**config.mk**
```make
export PLATFORM = sky130hd
export DESIGN_NAME = crd_rx_deframer
export DESIGN_NICKNAME = d
export VERILOG_FILES = /design/src/logic/crd_pkg.sv /design/src/logic/crd_rx_deframer.sv
export VERILOG_INCLUDE_DIRS = /design/src /design/src/logic
export SDC_FILE = /design/constraint.sdc
export NUM_CORES = 1
export LEC_CHECK = 0
export ABC_AREA = 1
export BUFFER_PORTS_ARGS = -buffer_cell sky130_fd_sc_hd__buf_2
export CAP_MARGIN = 20
export CORE_ASPECT_RATIO = 2
export CORE_MARGIN = 5
export CORE_UTILIZATION = 35
export CTS_BUF_LIST = sky130_fd_sc_hd__clkbuf_2
export DETAILED_ROUTE_END_ITERATION = 8
export GPL_TIMING_DRIVEN = 0
export MAX_ROUTING_LAYER = met4
export PLACE_DENSITY = 0.52
export SETUP_SLACK_MARGIN = 0.1
export SLEW_MARGIN = 0
export SYNTH_ARGS = -nofsm -noshare
export SYNTH_HDL_FRONTEND = slang
export SYNTH_SLANG_ARGS = --single-unit
```
**constraint.sdc**
```tcl
create_clock -name REF_CLK -period 6.7 [get_ports REF_CLK]
set_input_delay 0.335 -clock REF_CLK [delete_from_list [all_inputs] [get_ports REF_CLK]]
set_output_delay 0.335 -clock REF_CLK [all_outputs]
set_load 0.05 [all_outputs]
```
**src/logic/crd_defs.svh**
```systemverilog
`ifndef CRD_DEFS_SVH
`define CRD_DEFS_SVH

// Register indices; byte address is four times the index
`define CRD_IDX_BIT_FRAMING 8'h58
`define CRD_IDX_EOF_PATTERN 8'h59
`define CRD_IDX_START_HIGH 8'h5A
`define CRD_IDX_START_LOW 8'h5B
`define CRD_IDX_SYNC_MODE 8'h5C
`define CRD_IDX_CONTROL 8'h60
`define CRD_IDX_STATUS 8'h61
`define CRD_IDX_IRQ_STATUS 8'h62
`define CRD_IDX_IRQ_MASK 8'h63
`define CRD_IDX_RX_DATA 8'h64
`define CRD_IDX_BYTE_COUNT 8'h65

// Field positions of the bit framing register
`define CRD_BF_HALT_ON_BAD_PARITY 5
`define CRD_BF_HALT_ON_FRAME_LENGTH 4
`define CRD_BF_HIGH_BIT_LEADING 3
`define CRD_BF_TERMINATOR_BIT_CHECK 2
`define CRD_BF_ODD_PARITY_SELECT 1
`define CRD_BF_WRITE_MASK 8'h3E

// Sync mode: valid bit count in bits 7 to 4
`define CRD_SM_LEN_HI 7
`define CRD_SM_LEN_LO 4

// Control register bits
`define CRD_CT_START 0
`define CRD_CT_ABORT 1
`define CRD_CT_PARITY_ENABLE 2

// Status register bits
`define CRD_ST_BUSY 0

// Interrupt bits
`define CRD_IRQ_FRAME_DONE 0
`define CRD_IRQ_FRAME_ERROR 1
`define CRD_IRQ_PARITY_ERROR 2
`define CRD_IRQ_BYTE_RECEIVED 3
`define CRD_IRQ_WIDTH 4

// End-of-frame tuple codes
`define CRD_EOF_NONE 2'h0
`define CRD_EOF_ZERO 2'h1
`define CRD_EOF_ONE 2'h2
`define CRD_EOF_COLL 2'h3

// Reset values
`define CRD_RST_BYTE 8'h00
`define CRD_RST_CONTROL 8'h04

// Misc counts
`define CRD_LAST_BIT 3'h7
`define CRD_TERMINATOR_VALUE 1'b1

`endif

```
**src/logic/crd_pkg.sv**
```systemverilog
package crd_pkg;

  typedef enum logic [4:0] {
    CRD_IDLE = 5'b00001,
    CRD_HUNT = 5'b00010,
    CRD_DATA = 5'b00100,
    CRD_PAR = 5'b01000,
    CRD_STOP = 5'b10000
  } crd_state_e;

  // Configuration frozen at the start of each reception
  typedef struct packed {
    logic halt_on_bad_parity;
    logic halt_on_frame_length;
    logic high_bit_leading;
    logic terminator_bit_check;
    logic odd_parity_select;
    logic parity_enable;
    logic [7:0] end_of_frame_pattern;
    logic [15:0] start_pattern;
    logic [3:0] start_pattern_valid_bits;
  } crd_cfg_s;

  // One demodulated bit
  typedef struct packed {
    logic valid;
    logic value;
    logic coll;
  } crd_bit_s;

endpackage : crd_pkg

```
**src/logic/crd_rx_deframer.sv**
```systemverilog
`timescale 1ns/1ps
`include "crd_defs.svh"
// Summary of operation
// - With halt_on_bad_parity set, an inverted parity bit ends the reception.
// - With halt_on_frame_length set, reception ends when byte count reaches length.
// - The frame length is the first data byte of the frame.
// - high_bit_leading set assembles bytes MSB first, otherwise LSB first.
// - terminator_bit_check expects, checks and strips a stop bit per character.
// - Each correct stop bit pulses a resynchronise strobe to the demodulator.
// - A wrong stop bit sets the frame error flag and aborts reception.
// - The correct stop bit value is always one.
// - odd_parity_select clear checks even parity, set checks odd parity.
// - End-of-frame pattern holds up to four 2-bit tuples, first at bits 1:0.
// - Tuple codes: 0 none, 1 zero, 2 one, 3 collision.
// - A 00 tuple ends the symbol; higher tuples are ignored.
// - The leftmost active tuple is the symbol bit expected first.
// - Bits 1:0 both zero disable end-of-frame detection.
// - A start pattern, high byte and low byte registers, precedes the data.
// - Sync mode bits 7:4 give how many start pattern bits are valid.
module crd_rx_deframer
  import crd_pkg::*;
(
  input wire logic REF_CLK,
  input wire logic RST_N,
  input wire logic PSEL,
  input wire logic PENABLE,
  input wire logic PWRITE,
  input wire logic [11:0] PADDR,
  input wire logic [31:0] PWDATA,
  output logic [31:0] PRDATA,
  output logic PREADY,
  output logic PSLVERR,
  input wire logic DEMOD_BIT_VALID,
  input wire logic DEMOD_BIT,
  input wire logic DEMOD_COLL,
  output logic DEMOD_RESYNC,
  output logic [7:0] COPRO_DATA,
  output logic COPRO_VALID,
  output logic FRAME_END,
  output logic IRQ
);
  ////////////////////////////////////////////////////////////////////////////
  // Reset release
  logic rst_meta_n;
  logic rst_n;
  always_ff @(posedge REF_CLK or negedge RST_N) begin
    if (!RST_N) begin
      rst_meta_n <= 1'b0;
      rst_n <= 1'b0;
    end else begin
      rst_meta_n <= 1'b1;
      rst_n <= rst_meta_n;
    end
  end

  ////////////////////////////////////////////////////////////////////////////
  // Functions
  // Word index of an address, with a flag for a legal word-aligned access
  function automatic logic [8:0] crd_index(input logic [11:0] addr);
    crd_index = {(addr[1:0] == 2'h0 && addr[11:10] == 2'h0), addr[9:2]};
  endfunction : crd_index
  // Number of active end-of-frame tuples, stopping at the first 00
  function automatic logic [2:0] crd_eof_len(input logic [7:0] pat);
    logic stop;
    stop = 1'b0;
    crd_eof_len = 3'h0;
    for (int i = 0; i < 4; i++) begin
      if (!stop && pat[2*i +: 2] != `CRD_EOF_NONE) begin
        crd_eof_len = crd_eof_len + 3'h1;
      end else begin
        stop = 1'b1;
      end
    end
  endfunction : crd_eof_len

  ////////////////////////////////////////////////////////////////////////////
  // APB slave and registers
  logic [7:0] bit_framing;
  logic [7:0] eof_pattern;
  logic [7:0] start_high;
  logic [7:0] start_low;
  logic [7:0] sync_mode;
  logic [7:0] control;
  logic [`CRD_IRQ_WIDTH-1:0] irq_status;
  logic [`CRD_IRQ_WIDTH-1:0] irq_mask;
  logic [`CRD_IRQ_WIDTH-1:0] irq_event;
  logic [7:0] rx_data;
  logic [7:0] byte_cnt;
  logic [8:0] acc_idx;
  logic wr_now;
  logic start_cmd;
  logic abort_cmd;
  crd_state_e state;
  crd_state_e next_state;
  logic [7:0] rd_val;
  logic rd_ok;
  assign acc_idx = crd_index(PADDR);
  assign wr_now = PSEL && PENABLE && PREADY && PWRITE && acc_idx[8];
  assign start_cmd = wr_now && acc_idx[7:0] == `CRD_IDX_CONTROL && PWDATA[`CRD_CT_START];
  assign abort_cmd = wr_now && acc_idx[7:0] == `CRD_IDX_CONTROL && PWDATA[`CRD_CT_ABORT];
  always_comb begin
    rd_ok = acc_idx[8];
    rd_val = `CRD_RST_BYTE;
    case (acc_idx[7:0])
      `CRD_IDX_BIT_FRAMING: rd_val = bit_framing;
      `CRD_IDX_EOF_PATTERN: rd_val = eof_pattern;
      `CRD_IDX_START_HIGH: rd_val = start_high;
      `CRD_IDX_START_LOW: rd_val = start_low;
      `CRD_IDX_SYNC_MODE: rd_val = sync_mode;
      `CRD_IDX_CONTROL: rd_val = control;
      `CRD_IDX_STATUS: rd_val = {7'h00, state != CRD_IDLE};
      `CRD_IDX_IRQ_STATUS: rd_val = {4'h0, irq_status};
      `CRD_IDX_IRQ_MASK: rd_val = {4'h0, irq_mask};
      `CRD_IDX_RX_DATA: rd_val = rx_data;
      `CRD_IDX_BYTE_COUNT: rd_val = byte_cnt;
      default: rd_ok = 1'b0;
    endcase
  end
  // One wait state: ready rises in the second access cycle
  always_ff @(posedge REF_CLK or negedge rst_n) begin
    if (!rst_n) begin
      PREADY <= 1'b0;
      PSLVERR <= 1'b0;
      PRDATA <= 32'h00000000;
    end else if (PSEL && PENABLE && !PREADY) begin
      PREADY <= 1'b1;
      PSLVERR <= !rd_ok;
      PRDATA <= (rd_ok && !PWRITE) ? {24'h000000, rd_val} : 32'h00000000;
    end else begin
      PREADY <= 1'b0;
      PSLVERR <= 1'b0;
    end
  end
  always_ff @(posedge REF_CLK or negedge rst_n) begin
    if (!rst_n) begin
      bit_framing <= `CRD_RST_BYTE;
      eof_pattern <= `CRD_RST_BYTE;
      start_high <= `CRD_RST_BYTE;
      start_low <= `CRD_RST_BYTE;
      sync_mode <= `CRD_RST_BYTE;
      control <= `CRD_RST_CONTROL;
      irq_mask <= '0;
    end else if (wr_now && !PSLVERR) begin
      case (acc_idx[7:0])
        `CRD_IDX_BIT_FRAMING: bit_framing <= PWDATA[7:0] & `CRD_BF_WRITE_MASK;
        `CRD_IDX_EOF_PATTERN: eof_pattern <= PWDATA[7:0];
        `CRD_IDX_START_HIGH: start_high <= PWDATA[7:0];
        `CRD_IDX_START_LOW: start_low <= PWDATA[7:0];
        `CRD_IDX_SYNC_MODE: sync_mode <= PWDATA[7:0];
        // Start and abort are strobes and never read back
        `CRD_IDX_CONTROL: control <= {5'h00, PWDATA[`CRD_CT_PARITY_ENABLE], 2'h0};
        `CRD_IDX_IRQ_MASK: irq_mask <= PWDATA[`CRD_IRQ_WIDTH-1:0];
        default: ;
      endcase
    end
  end
  // Sticky status: a new event beats a write-one-to-clear in the same cycle
  always_ff @(posedge REF_CLK or negedge rst_n) begin
    if (!rst_n) begin
      irq_status <= '0;
      IRQ <= 1'b0;
    end else begin
      irq_status <= (irq_status & ~((wr_now && acc_idx[7:0] == `CRD_IDX_IRQ_STATUS) ?
                    PWDATA[`CRD_IRQ_WIDTH-1:0] : '0)) | irq_event;
      IRQ <= |(irq_status & irq_mask);
    end
  end

  ////////////////////////////////////////////////////////////////////////////
  // Configuration snapshot
  crd_cfg_s cfg;
  always_ff @(posedge REF_CLK or negedge rst_n) begin
    if (!rst_n) begin
      cfg <= '0;
    end else if (state == CRD_IDLE && start_cmd) begin
      // Bit framing fields sit in the same order as the first five members
      cfg <= {bit_framing[`CRD_BF_HALT_ON_BAD_PARITY:`CRD_BF_ODD_PARITY_SELECT],
              control[`CRD_CT_PARITY_ENABLE], eof_pattern, start_high, start_low,
              sync_mode[`CRD_SM_LEN_HI:`CRD_SM_LEN_LO]};
    end
  end

  ////////////////////////////////////////////////////////////////////////////
  // Start and end pattern matching
  crd_bit_s rx_bit;
  logic [15:0] sof_shift;
  logic [15:0] next_sof_shift;
  logic [15:0] sof_mask;
  logic [4:0] sof_cnt;
  logic sof_hit;
  logic [1:0] sym_code;
  logic [7:0] eof_hist;
  logic [7:0] next_eof_hist;
  logic [7:0] eof_mask;
  logic [2:0] eof_len;
  logic [2:0] eof_cnt;
  logic eof_hit;
  assign rx_bit = '{valid: DEMOD_BIT_VALID, value: DEMOD_BIT, coll: DEMOD_COLL};
  assign next_sof_shift = {sof_shift[14:0], rx_bit.value};
  assign sof_mask = 16'hFFFF >> (5'h10 - {1'b0, cfg.start_pattern_valid_bits});
  // Last received bit lines up with bit 0 of the low byte
  assign sof_hit = ({1'b0, sof_cnt} + 6'h1 >= {2'h0, cfg.start_pattern_valid_bits}) &&
                   ((next_sof_shift ^ cfg.start_pattern) & sof_mask) == 16'h0000;
  assign sym_code = rx_bit.coll ? `CRD_EOF_COLL : (rx_bit.value ? `CRD_EOF_ONE : `CRD_EOF_ZERO);
  assign next_eof_hist = {eof_hist[5:0], sym_code};
  assign eof_len = crd_eof_len(cfg.end_of_frame_pattern);
  assign eof_mask = 8'hFF >> (4'h8 - {eof_len, 1'b0});
  // Oldest symbol sits in the highest active tuple, so it is expected first;
  // the count is widened so a saturated count cannot wrap to zero
  assign eof_hit = (cfg.end_of_frame_pattern[1:0] != `CRD_EOF_NONE) &&
                   ({1'b0, eof_cnt} + 4'h1 >= {1'b0, eof_len}) &&
                   ((next_eof_hist ^ cfg.end_of_frame_pattern) & eof_mask) == 8'h00;
  always_ff @(posedge REF_CLK or negedge rst_n) begin
    if (!rst_n) begin
      sof_shift <= 16'h0000;
      sof_cnt <= 5'h00;
      eof_hist <= 8'h00;
      eof_cnt <= 3'h0;
    end else if (state == CRD_IDLE) begin
      sof_shift <= 16'h0000;
      sof_cnt <= 5'h00;
      eof_hist <= 8'h00;
      eof_cnt <= 3'h0;
    end else if (rx_bit.valid) begin
      if (state == CRD_HUNT) begin
        sof_shift <= next_sof_shift;
        sof_cnt <= (sof_cnt == 5'h1F) ? sof_cnt : sof_cnt + 5'h01;
      end else begin
        eof_hist <= next_eof_hist;
        eof_cnt <= (eof_cnt == 3'h7) ? eof_cnt : eof_cnt + 3'h1;
      end
    end
  end

  ////////////////////////////////////////////////////////////////////////////
  // Character assembly and frame control
  logic [7:0] shift_byte;
  logic [7:0] next_byte;
  logic [2:0] bit_cnt;
  logic [7:0] frame_len;
  logic [7:0] char_val;
  logic [8:0] next_cnt;
  logic deliver;
  logic finish;
  logic frame_err;
  logic parity_err;
  logic resync;
  logic parity_bad;
  always_comb begin
    next_byte = shift_byte;
    if (cfg.high_bit_leading) begin
      next_byte[`CRD_LAST_BIT - bit_cnt] = rx_bit.value;
    end else begin
      next_byte[bit_cnt] = rx_bit.value;
    end
  end
  // Even parity bit equals the XOR of the data; odd parity inverts it
  assign parity_bad = rx_bit.value != (^shift_byte ^ cfg.odd_parity_select);
  assign char_val = (state == CRD_DATA) ? next_byte : shift_byte;
  assign next_cnt = {1'b0, byte_cnt} + 9'h001;
  always_comb begin
    next_state = state;
    deliver = 1'b0;
    finish = 1'b0;
    frame_err = 1'b0;
    parity_err = 1'b0;
    resync = 1'b0;
    case (state)
      CRD_IDLE: begin
        if (start_cmd) begin
          next_state = (sync_mode[`CRD_SM_LEN_HI:`CRD_SM_LEN_LO] == 4'h0) ? CRD_DATA : CRD_HUNT;
        end
      end
      CRD_HUNT: begin
        if (rx_bit.valid && sof_hit) begin
          next_state = CRD_DATA;
        end
      end
      CRD_DATA: begin
        if (rx_bit.valid) begin
          if (eof_hit) begin
            finish = 1'b1;
          end else if (bit_cnt == `CRD_LAST_BIT) begin
            if (cfg.parity_enable) begin
              next_state = CRD_PAR;
            end else if (cfg.terminator_bit_check) begin
              next_state = CRD_STOP;
            end else begin
              deliver = 1'b1;
            end
          end
        end
      end
      CRD_PAR: begin
        if (rx_bit.valid) begin
          if (eof_hit) begin
            finish = 1'b1;
          end else if (parity_bad && cfg.halt_on_bad_parity) begin
            parity_err = 1'b1;
            finish = 1'b1;
          end else begin
            parity_err = parity_bad;
            if (cfg.terminator_bit_check) begin
              next_state = CRD_STOP;
            end else begin
              next_state = CRD_DATA;
              deliver = 1'b1;
            end
          end
        end
      end
      CRD_STOP: begin
        if (rx_bit.valid) begin
          if (eof_hit) begin
            finish = 1'b1;
          end else if (rx_bit.value == `CRD_TERMINATOR_VALUE) begin
            resync = 1'b1;
            deliver = 1'b1;
            next_state = CRD_DATA;
          end else begin
            frame_err = 1'b1;
            finish = 1'b1;
          end
        end
      end
      default: next_state = CRD_IDLE;
    endcase
    // Length limit counts the length byte itself
    if (deliver && cfg.halt_on_frame_length &&
        next_cnt >= {1'b0, (byte_cnt == 8'h00) ? char_val : frame_len}) begin
      finish = 1'b1;
    end
    if (abort_cmd && state != CRD_IDLE) begin
      finish = 1'b1;
    end
    if (finish) begin
      next_state = CRD_IDLE;
    end
  end
  always_ff @(posedge REF_CLK or negedge rst_n) begin
    if (!rst_n) begin
      state <= CRD_IDLE;
      shift_byte <= 8'h00;
      bit_cnt <= 3'h0;
    end else begin
      state <= next_state;
      if (state == CRD_IDLE || deliver) begin
        shift_byte <= 8'h00;
        bit_cnt <= 3'h0;
      end else if (state == CRD_DATA && rx_bit.valid) begin
        shift_byte <= next_byte;
        bit_cnt <= bit_cnt + 3'h1;
      end
    end
  end
  // Byte counter and length survive the frame end; software can read the byte counter
  always_ff @(posedge REF_CLK or negedge rst_n) begin
    if (!rst_n) begin
      byte_cnt <= 8'h00;
      frame_len <= 8'h00;
      rx_data <= 8'h00;
    end else if (state == CRD_IDLE && start_cmd) begin
      byte_cnt <= 8'h00;
      frame_len <= 8'h00;
    end else if (deliver) begin
      byte_cnt <= next_cnt[7:0];
      rx_data <= char_val;
      if (byte_cnt == 8'h00) begin
        frame_len <= char_val;
      end
    end
  end
  always_ff @(posedge REF_CLK or negedge rst_n) begin
    if (!rst_n) begin
      COPRO_DATA <= 8'h00;
      COPRO_VALID <= 1'b0;
      DEMOD_RESYNC <= 1'b0;
      FRAME_END <= 1'b0;
      irq_event <= '0;
    end else begin
      COPRO_VALID <= deliver;
      if (deliver) begin
        COPRO_DATA <= char_val;
      end
      DEMOD_RESYNC <= resync;
      FRAME_END <= finish;
      irq_event[`CRD_IRQ_FRAME_DONE] <= finish;
      irq_event[`CRD_IRQ_FRAME_ERROR] <= frame_err;
      irq_event[`CRD_IRQ_PARITY_ERROR] <= parity_err;
      irq_event[`CRD_IRQ_BYTE_RECEIVED] <= deliver;
    end
  end
endmodule : crd_rx_deframer

```
==> results.ini, run 1 <==
[detailed_routing]
route.vias.total=8418
drt_iter0_drc=483
vias_per_cell=4.90
drcViolationCount=0
drt_first_pass_iters=5
routedWlPerCell_um=17.1
routed_wl_um=29500
postRouteAntennaNets=0

[floorplanning]
start_util_pct=35.5
rows=85
die_w_um=127
die_h_um=244
core_area_um2=26900
dieArea_um2=30900
pin_count=98

[grt]
antenna_found_initial=1
track_usage_pct=20.1
grt_pass1_vias=8451
grt_pass1_wl_um=46100
grt_max_degree=49
gr-total-overflow=0

[sta]
rsz0062_at_grt=no
finalCriticalPeriod_ns=3.79
slew_headroom_pct=50.8
setup_viol_count_final=0
max_freq_mhz=264
slew_violations=0
fin_setup_tns_ns=0
fin_skew_ns=0.0459
tightest_slew_ns=0.731
finalHoldViolCount=0
period_share_pct=56.5

[logic_synthesis]
ys_types=48
async_flop_share_pct=100
synth_common_cells=352 x nand2_1, 173 x dfrtp_1, 173 x inv_1, 107 x o21ai_0, 77 x nand3_1
synth_edf_count=0
synth_cells=1236
syn_area_per_cell_um2=7.72
yosys.area.top_type=dfrtp_1
synth_area_um2=9550
synth.area.top_cells=dfrtp_1 45%, nand2_1 14%, inv_1 6.8%, o21ai_0 5.6%, nand3_1 4.0%
ys_ff_latch=175
synth_most_common_cell=nand2_1
yosys_warnings=0
synth_top_area_share_pct=45.3
yosysSeqAreaShare_pct=45.9
synth_flop_cell=dfrtp_1

[critical_path]
startpoint=byte_cnt[0]$_DFFE_PN0P_
crit_end=state[1]$_DFFE_PN0P_
cp.arrival_ns=4.53
rrSetupSlack_ns=2.91
ff2ff_path_depth=18
critical_path_class=flop to flop
endpoint_kind=flop
cp.required_ns=7.44
r2r-start=byte_cnt[0]$_DFFE_PN0P_
cp-start-kind=flop
timing.rr.end=state[1]$_DFFE_PN0P_
path_max_fanout=10

[final_layout]
fillers=2850
fin_area_um2=10900
stdcell_count=1719
utilization_pct=40.5
layout-drive-gt1-share_pct=11.6
area_growth_syn_to_layout_pct=14.2
num-nets-final=1438

[pwr]
ir_drop_mv=0.129
leakagePower_nw=5.60
pwr_density_cell_nw_per_um2=220
power_mw=2.40

[cts]
clockRootBuffer=clkbuf_2
clk_latency_ns=0.86
cts_tree=built
cts_setup_buffers=0
cts_sinks=175
numCtsBuffers=17
clock_tree.buffer_depth=2
h-tree-depth=4
clk_pin_slew_worst_paths_ns=0.30

[worst_hold_path]
hp-class=primary input to flop

[outcome]
status=complete, no violations

[flow_run]
max-cap-violations=0

[place]
port_buffers=49
dp_cells=1659
dpl_cell_area_um2=10400
dp_hpwl_um=23400
place_congestion=0.886

==> cell usage in the layout (no fill, tap or decap), drive strengths merged, types with 23 or more instances in the layout <==
master,count
a21oi,23
o22ai,35
nor2,79
nand2,356
dlygate4sd3,27
inv,186
conb,25
o21ai,128
dfrtp,173
buf,98
clkbuf,25
ha,29
nand3,78
nand4,31
==> cell type report <==
class	count	area, µm²	area share [%]
Multi-Input combinational cell	847	4240	38.9
Inverter	183	689	6.32
Clock inverter	15	151	1.39
Sequential cell	175	4390	40.2
Clock buffer	17	85.1	0.780
Antenna cell	1	2.50	0.0230
Timing Repair Buffer	79	591	5.42
Buffer	54	325	2.98
Tap cell	348	435	3.99
==> per-stage QoR <==
step                      setup WS, ns  hold slack (ns)
final                             2.91            0.102
after CTS                         2.88           0.0141
after floorplan                   1.47           0.0394
after detailed placement          2.95            0.123
after global routing              2.63           0.0802
after global placement           -1.03            0.120
==> logic make-up (layout without fill, tap and decap cells) <==
family / after synthesis / after routing / share of synthesized area, %
flops: 175 / 175 / 45.9
compound gates: 203 / 203 / 11.6
fa+ha+maj: 29 / 29 / 3.80
buf+inv: 237 / 348 / 10.6
xor+xnor: 15 / 15 / 1.38
simple gates: 571 / 571 / 26.1
other cells: 2 / 26 / 0.0787
mux: 4 / 4 / 0.472
==> per-layer routing <==
layer,share of wire (%),track usage [%]
met2,57,37.6
met5,0,-
met4,5.9,11.0
met3,2.9,3.38
met1,34,19.2
==> report_power, final <==
part / total [mW] / internal, mW / leakage [nW] / switching, mW
logic: 0.660 / 0.204 / 3.20 / 0.456
clock network: 0.578 / 0.149 / 0.139 / 0.429
registers: 1.16 / 1.11 / 2.27 / 0.0505
==> how the worst min path moves through the flow <==
stage / from / end / slack, ns / depth (start not counted)
floorplan: RST_N / rst_meta_n$_DFF_PN0_ / 0.04 / 0
global placement: RST_N / rst_meta_n$_DFF_PN0_ / 0.12 / 1
detailed placement: RST_N / rst_meta_n$_DFF_PN0_ / 0.12 / 1
CTS: PADDR[10] / irq_status[2]$_DFF_PN0_ / 0.01 / 7
global route: PSEL / irq_status[2]$_DFF_PN0_ / 0.08 / 6
finish: PSEL / irq_status[2]$_DFF_PN0_ / 0.10 / 6
==> sequential cells by signal (all words and copies together), names as in the netlist, 4 cells and up <==
signal	flops
irq_status	4
cfg	34
bit_framing	5
shift_byte	8
state	5
start_high	8
start_low	8
irq_mask	4
eof_hist	6
eof_pattern	8
sof_shift	15
PRDATA	8
sync_mode	8
COPRO_DATA	8
frame_len	8
rx_data	8
sof_cnt	5
byte_cnt	8
==> worst max-delay path, stage by stage, from the launching register on <==
cell      delay, ns
dfrtp_1        0.46
inv_1          0.19
ha_1           0.18
inv_1          0.04
nor4_1         0.50
inv_1          0.22
clkbuf_1       0.27
o21ai_0        0.29
ha_1           0.32
a21oi_1        0.14
o21a_1         0.14
nor2_1         0.04
nor2_1         0.08
nand3_1        0.13
nand2_1        0.11
inv_1          0.04
nand2_1        0.21
nand2_1        0.12
nor2_1         0.23
==> timing repair <==
item                                   CTS  global route
hold buffers                            27             0
setup endpoints to repair                0             0
gates resized for setup                  0             0
endpoints found under the hold margin   73             0
Power figures use the tool's default switching activity.
==> run 2, diff against run 1 <==
Settings changed: PLACE_DENSITY 0.52 to 0.54.
Clock period 6.7 ns to 3.1 ns, I/O delays scaled along.
==> results.ini, run 2 (synthesized netlist as in run 1, its figures left out) <==
[outcome]
status=complete, no violations

[detailed_routing]
drcViolationCount=0
drt_iter0_drc=456
routedWlPerCell_um=17.2
postRouteAntennaNets=0
vias_per_cell=4.90
routed_wl_um=30200
drt_first_pass_iters=7
route.vias.total=8589

[place]
dpl_cell_area_um2=10400
place_congestion=0.899
port_buffers=49
dp_hpwl_um=23400

[sta]
setup_viol_count_final=0
finalCriticalPeriod_ns=2.86
max_freq_mhz=350
tightest_slew_ns=0.745
hold_ws_ns=0.0655
period_share_pct=92.2
rsz0062_at_grt=yes
finalHoldViolCount=0
slew_headroom_pct=50.3
fin_skew_ns=0.0399
slew_violations=0

[floorplanning]
core_area_um2=26900
die_w_um=127
start_util_pct=35.5
die_h_um=244
rows=85
pin_count=98
dieArea_um2=30900

[pwr]
p_sw_share_pct=39.1
clkPwrFrac_pct=21.0
ir_drop_mv=0.288
pwr_density_cell_nw_per_um2=471
p_int_mw=3.28
seqPwrFrac_pct=46.5
leakagePower_nw=5.85
switchingPower_mw=2.11
comb_power_share_pct=32.6

[worst_hold_path]
hp-class=primary input to flop
holdPathStages=4
hold_path_end=sync_mode[4]$_DFFE_PN0P_
min_from=PWDATA[4]

[final_layout]
mostFrequentLayoutCell=nand2_1
reg_top3=cfg x34, sof_shift x15
layout_common_cells=340 x nand2_1, 171 x dfrtp_1, 165 x inv_1
num-nets-final=1472
largest_register_ffs=34
layout-drive-gt1-share_pct=17.4
area_growth_syn_to_layout_pct=19.6
utilization_pct=42.5
top_register=cfg
fin_area_um2=11400
fillers=2845

[grt]
track_usage_pct=20.3
grt_pass1_wl_um=46600
grt_pass1_vias=8557
grtUsageMet3_pct=2.28
grt.met2_usage_pct=39.6
gr-total-overflow=0
antenna_found_initial=1
grt_use_met1_pct=18.8
top_usage_layer=met2
grt_max_degree=67

[critical_path]
r2r-start=cfg[23]$_DFFE_PN0P_
cp.required_ns=3.91
cp.arrival_ns=3.66
ff2ff_path_depth=21
critical_path_class=flop to flop
cp-start-kind=flop
rrSetupSlack_ns=0.24
path_max_fanout=5
endpoint_kind=flop
timing.rr.end=shift_byte[0]$_DFFE_PN0P_
startpoint=cfg[23]$_DFFE_PN0P_

[cts]
clockRootBuffer=clkbuf_2
cts_tree=built
clk_pin_slew_worst_paths_ns=0.28
h-tree-depth=4
cts_sinks=175
clk_latency_ns=0.88
clock_tree.buffer_depth=2
numCtsBuffers=17

[flow_run]
max-cap-violations=0

run 2: cell count changes in the layout (fill, tap and decap cells not counted), sizes merged:
| cell | before | now |
|---|---|---|
| clkinvlp | 3 | 2 |
| buf | 98 | 123 |
| bufinv | 1 | 0 |
| clkinv | 8 | 11 |
| dlygate4sd3 | 27 | 34 |
| inv | 186 | 185 |
| clkbuf | 25 | 27 |
run 2: timing repair:
item,in CTS,in global routing
endpoints found under the setup margin,43,74
hold buffers,34,0
cloned,0,3
endpoints found under the hold margin,108,0
buffers inserted,9,17
pin swaps,4,18
resized for setup,34,64
run 2: worst max path at each step:
stage	slack, ns	end
6_report	0.24	shift_byte[0]$_DFFE_PN0P_
5_1_grt	0.02	shift_byte[1]$_DFFE_PN0P_
4_1_cts	0.10	state[1]$_DFFE_PN0P_
3_5_place_dp	-0.57	state[0]$_DFFE_PN1P_
3_3_place_gp	-1.10	eof_hist[1]$_DFFE_PN0P_
2_1_floorplan	0.21	COPRO_DATA[0]$_DFFE_PN0P_
run 2: metal layers:
metal / vias up / wire length [µm] / share of wire (%)
li1: 4280 / - / -
met1: 4060 / 10000 / 33
met2: 173 / 17700 / 59
met3: 76 / 800 / 2.7
met4: 0 / 1670 / 5.5
met5: - / 0 / 0
run 2: area by class of cell:
class / count / area (µm²) / share of cell area, %
antenna: 1 / 2.50 / 0.0219
buffer: 53 / 362 / 3.17
clock buffer: 17 / 85.1 / 0.745
clock inverter: 15 / 111 / 0.975
inverter: 183 / 703 / 6.16
multi-input combinational: 847 / 4440 / 38.9
sequential: 175 / 4390 / 38.4
tap: 348 / 435 / 3.81
timing repair buffer: 114 / 897 / 7.85
run 2: power groups by stage:
stage,Sequential (mW),Combinational (mW),Clock (mW)
after floorplan,2.54,0.985,0
after global placement,2.58,1.33,0
after detailed placement,2.55,1.39,0
after CTS,2.51,1.48,1.17
after global routing,2.52,1.93,1.24
final,2.50,1.75,1.13
run 2: per-stage QoR:
| step | instances | worst slack, ns | TNS (ns) | power, mW |
|---|---|---|---|---|
| final | 1753 | 0.243 | 0 | 5.38 |
| after global placement | 1656 | -1.10 | -187.27 | 3.91 |
| after global routing | 1753 | 0.0222 | 0 | 5.68 |
| after detailed placement | 1658 | -0.568 | -4.71 | 3.94 |
| after floorplan | 1259 | 0.211 | 0 | 3.53 |
| after CTS | 1733 | 0.105 | 0 | 5.16 |
run 2: critical path: stages, from the launching register on:
cell and delay [ns]:
dfrtp_1 0.48, nor2_4 0.17, inv_2 0.06, a21oi_4 0.16, ha_1 0.26, o21ai_2 0.15, ha_2 0.18, nand2_1 0.04
nand2_1 0.06, nand2_1 0.05, nand2_2 0.07, inv_2 0.04, nor2_2 0.10, nand2_2 0.09, nand3_2 0.09, nand2_2 0.05
nand2_2 0.07, nand2_4 0.11, nor2_4 0.21, nand2_4 0.09, clkbuf_16 0.17, o21ai_2 0.10
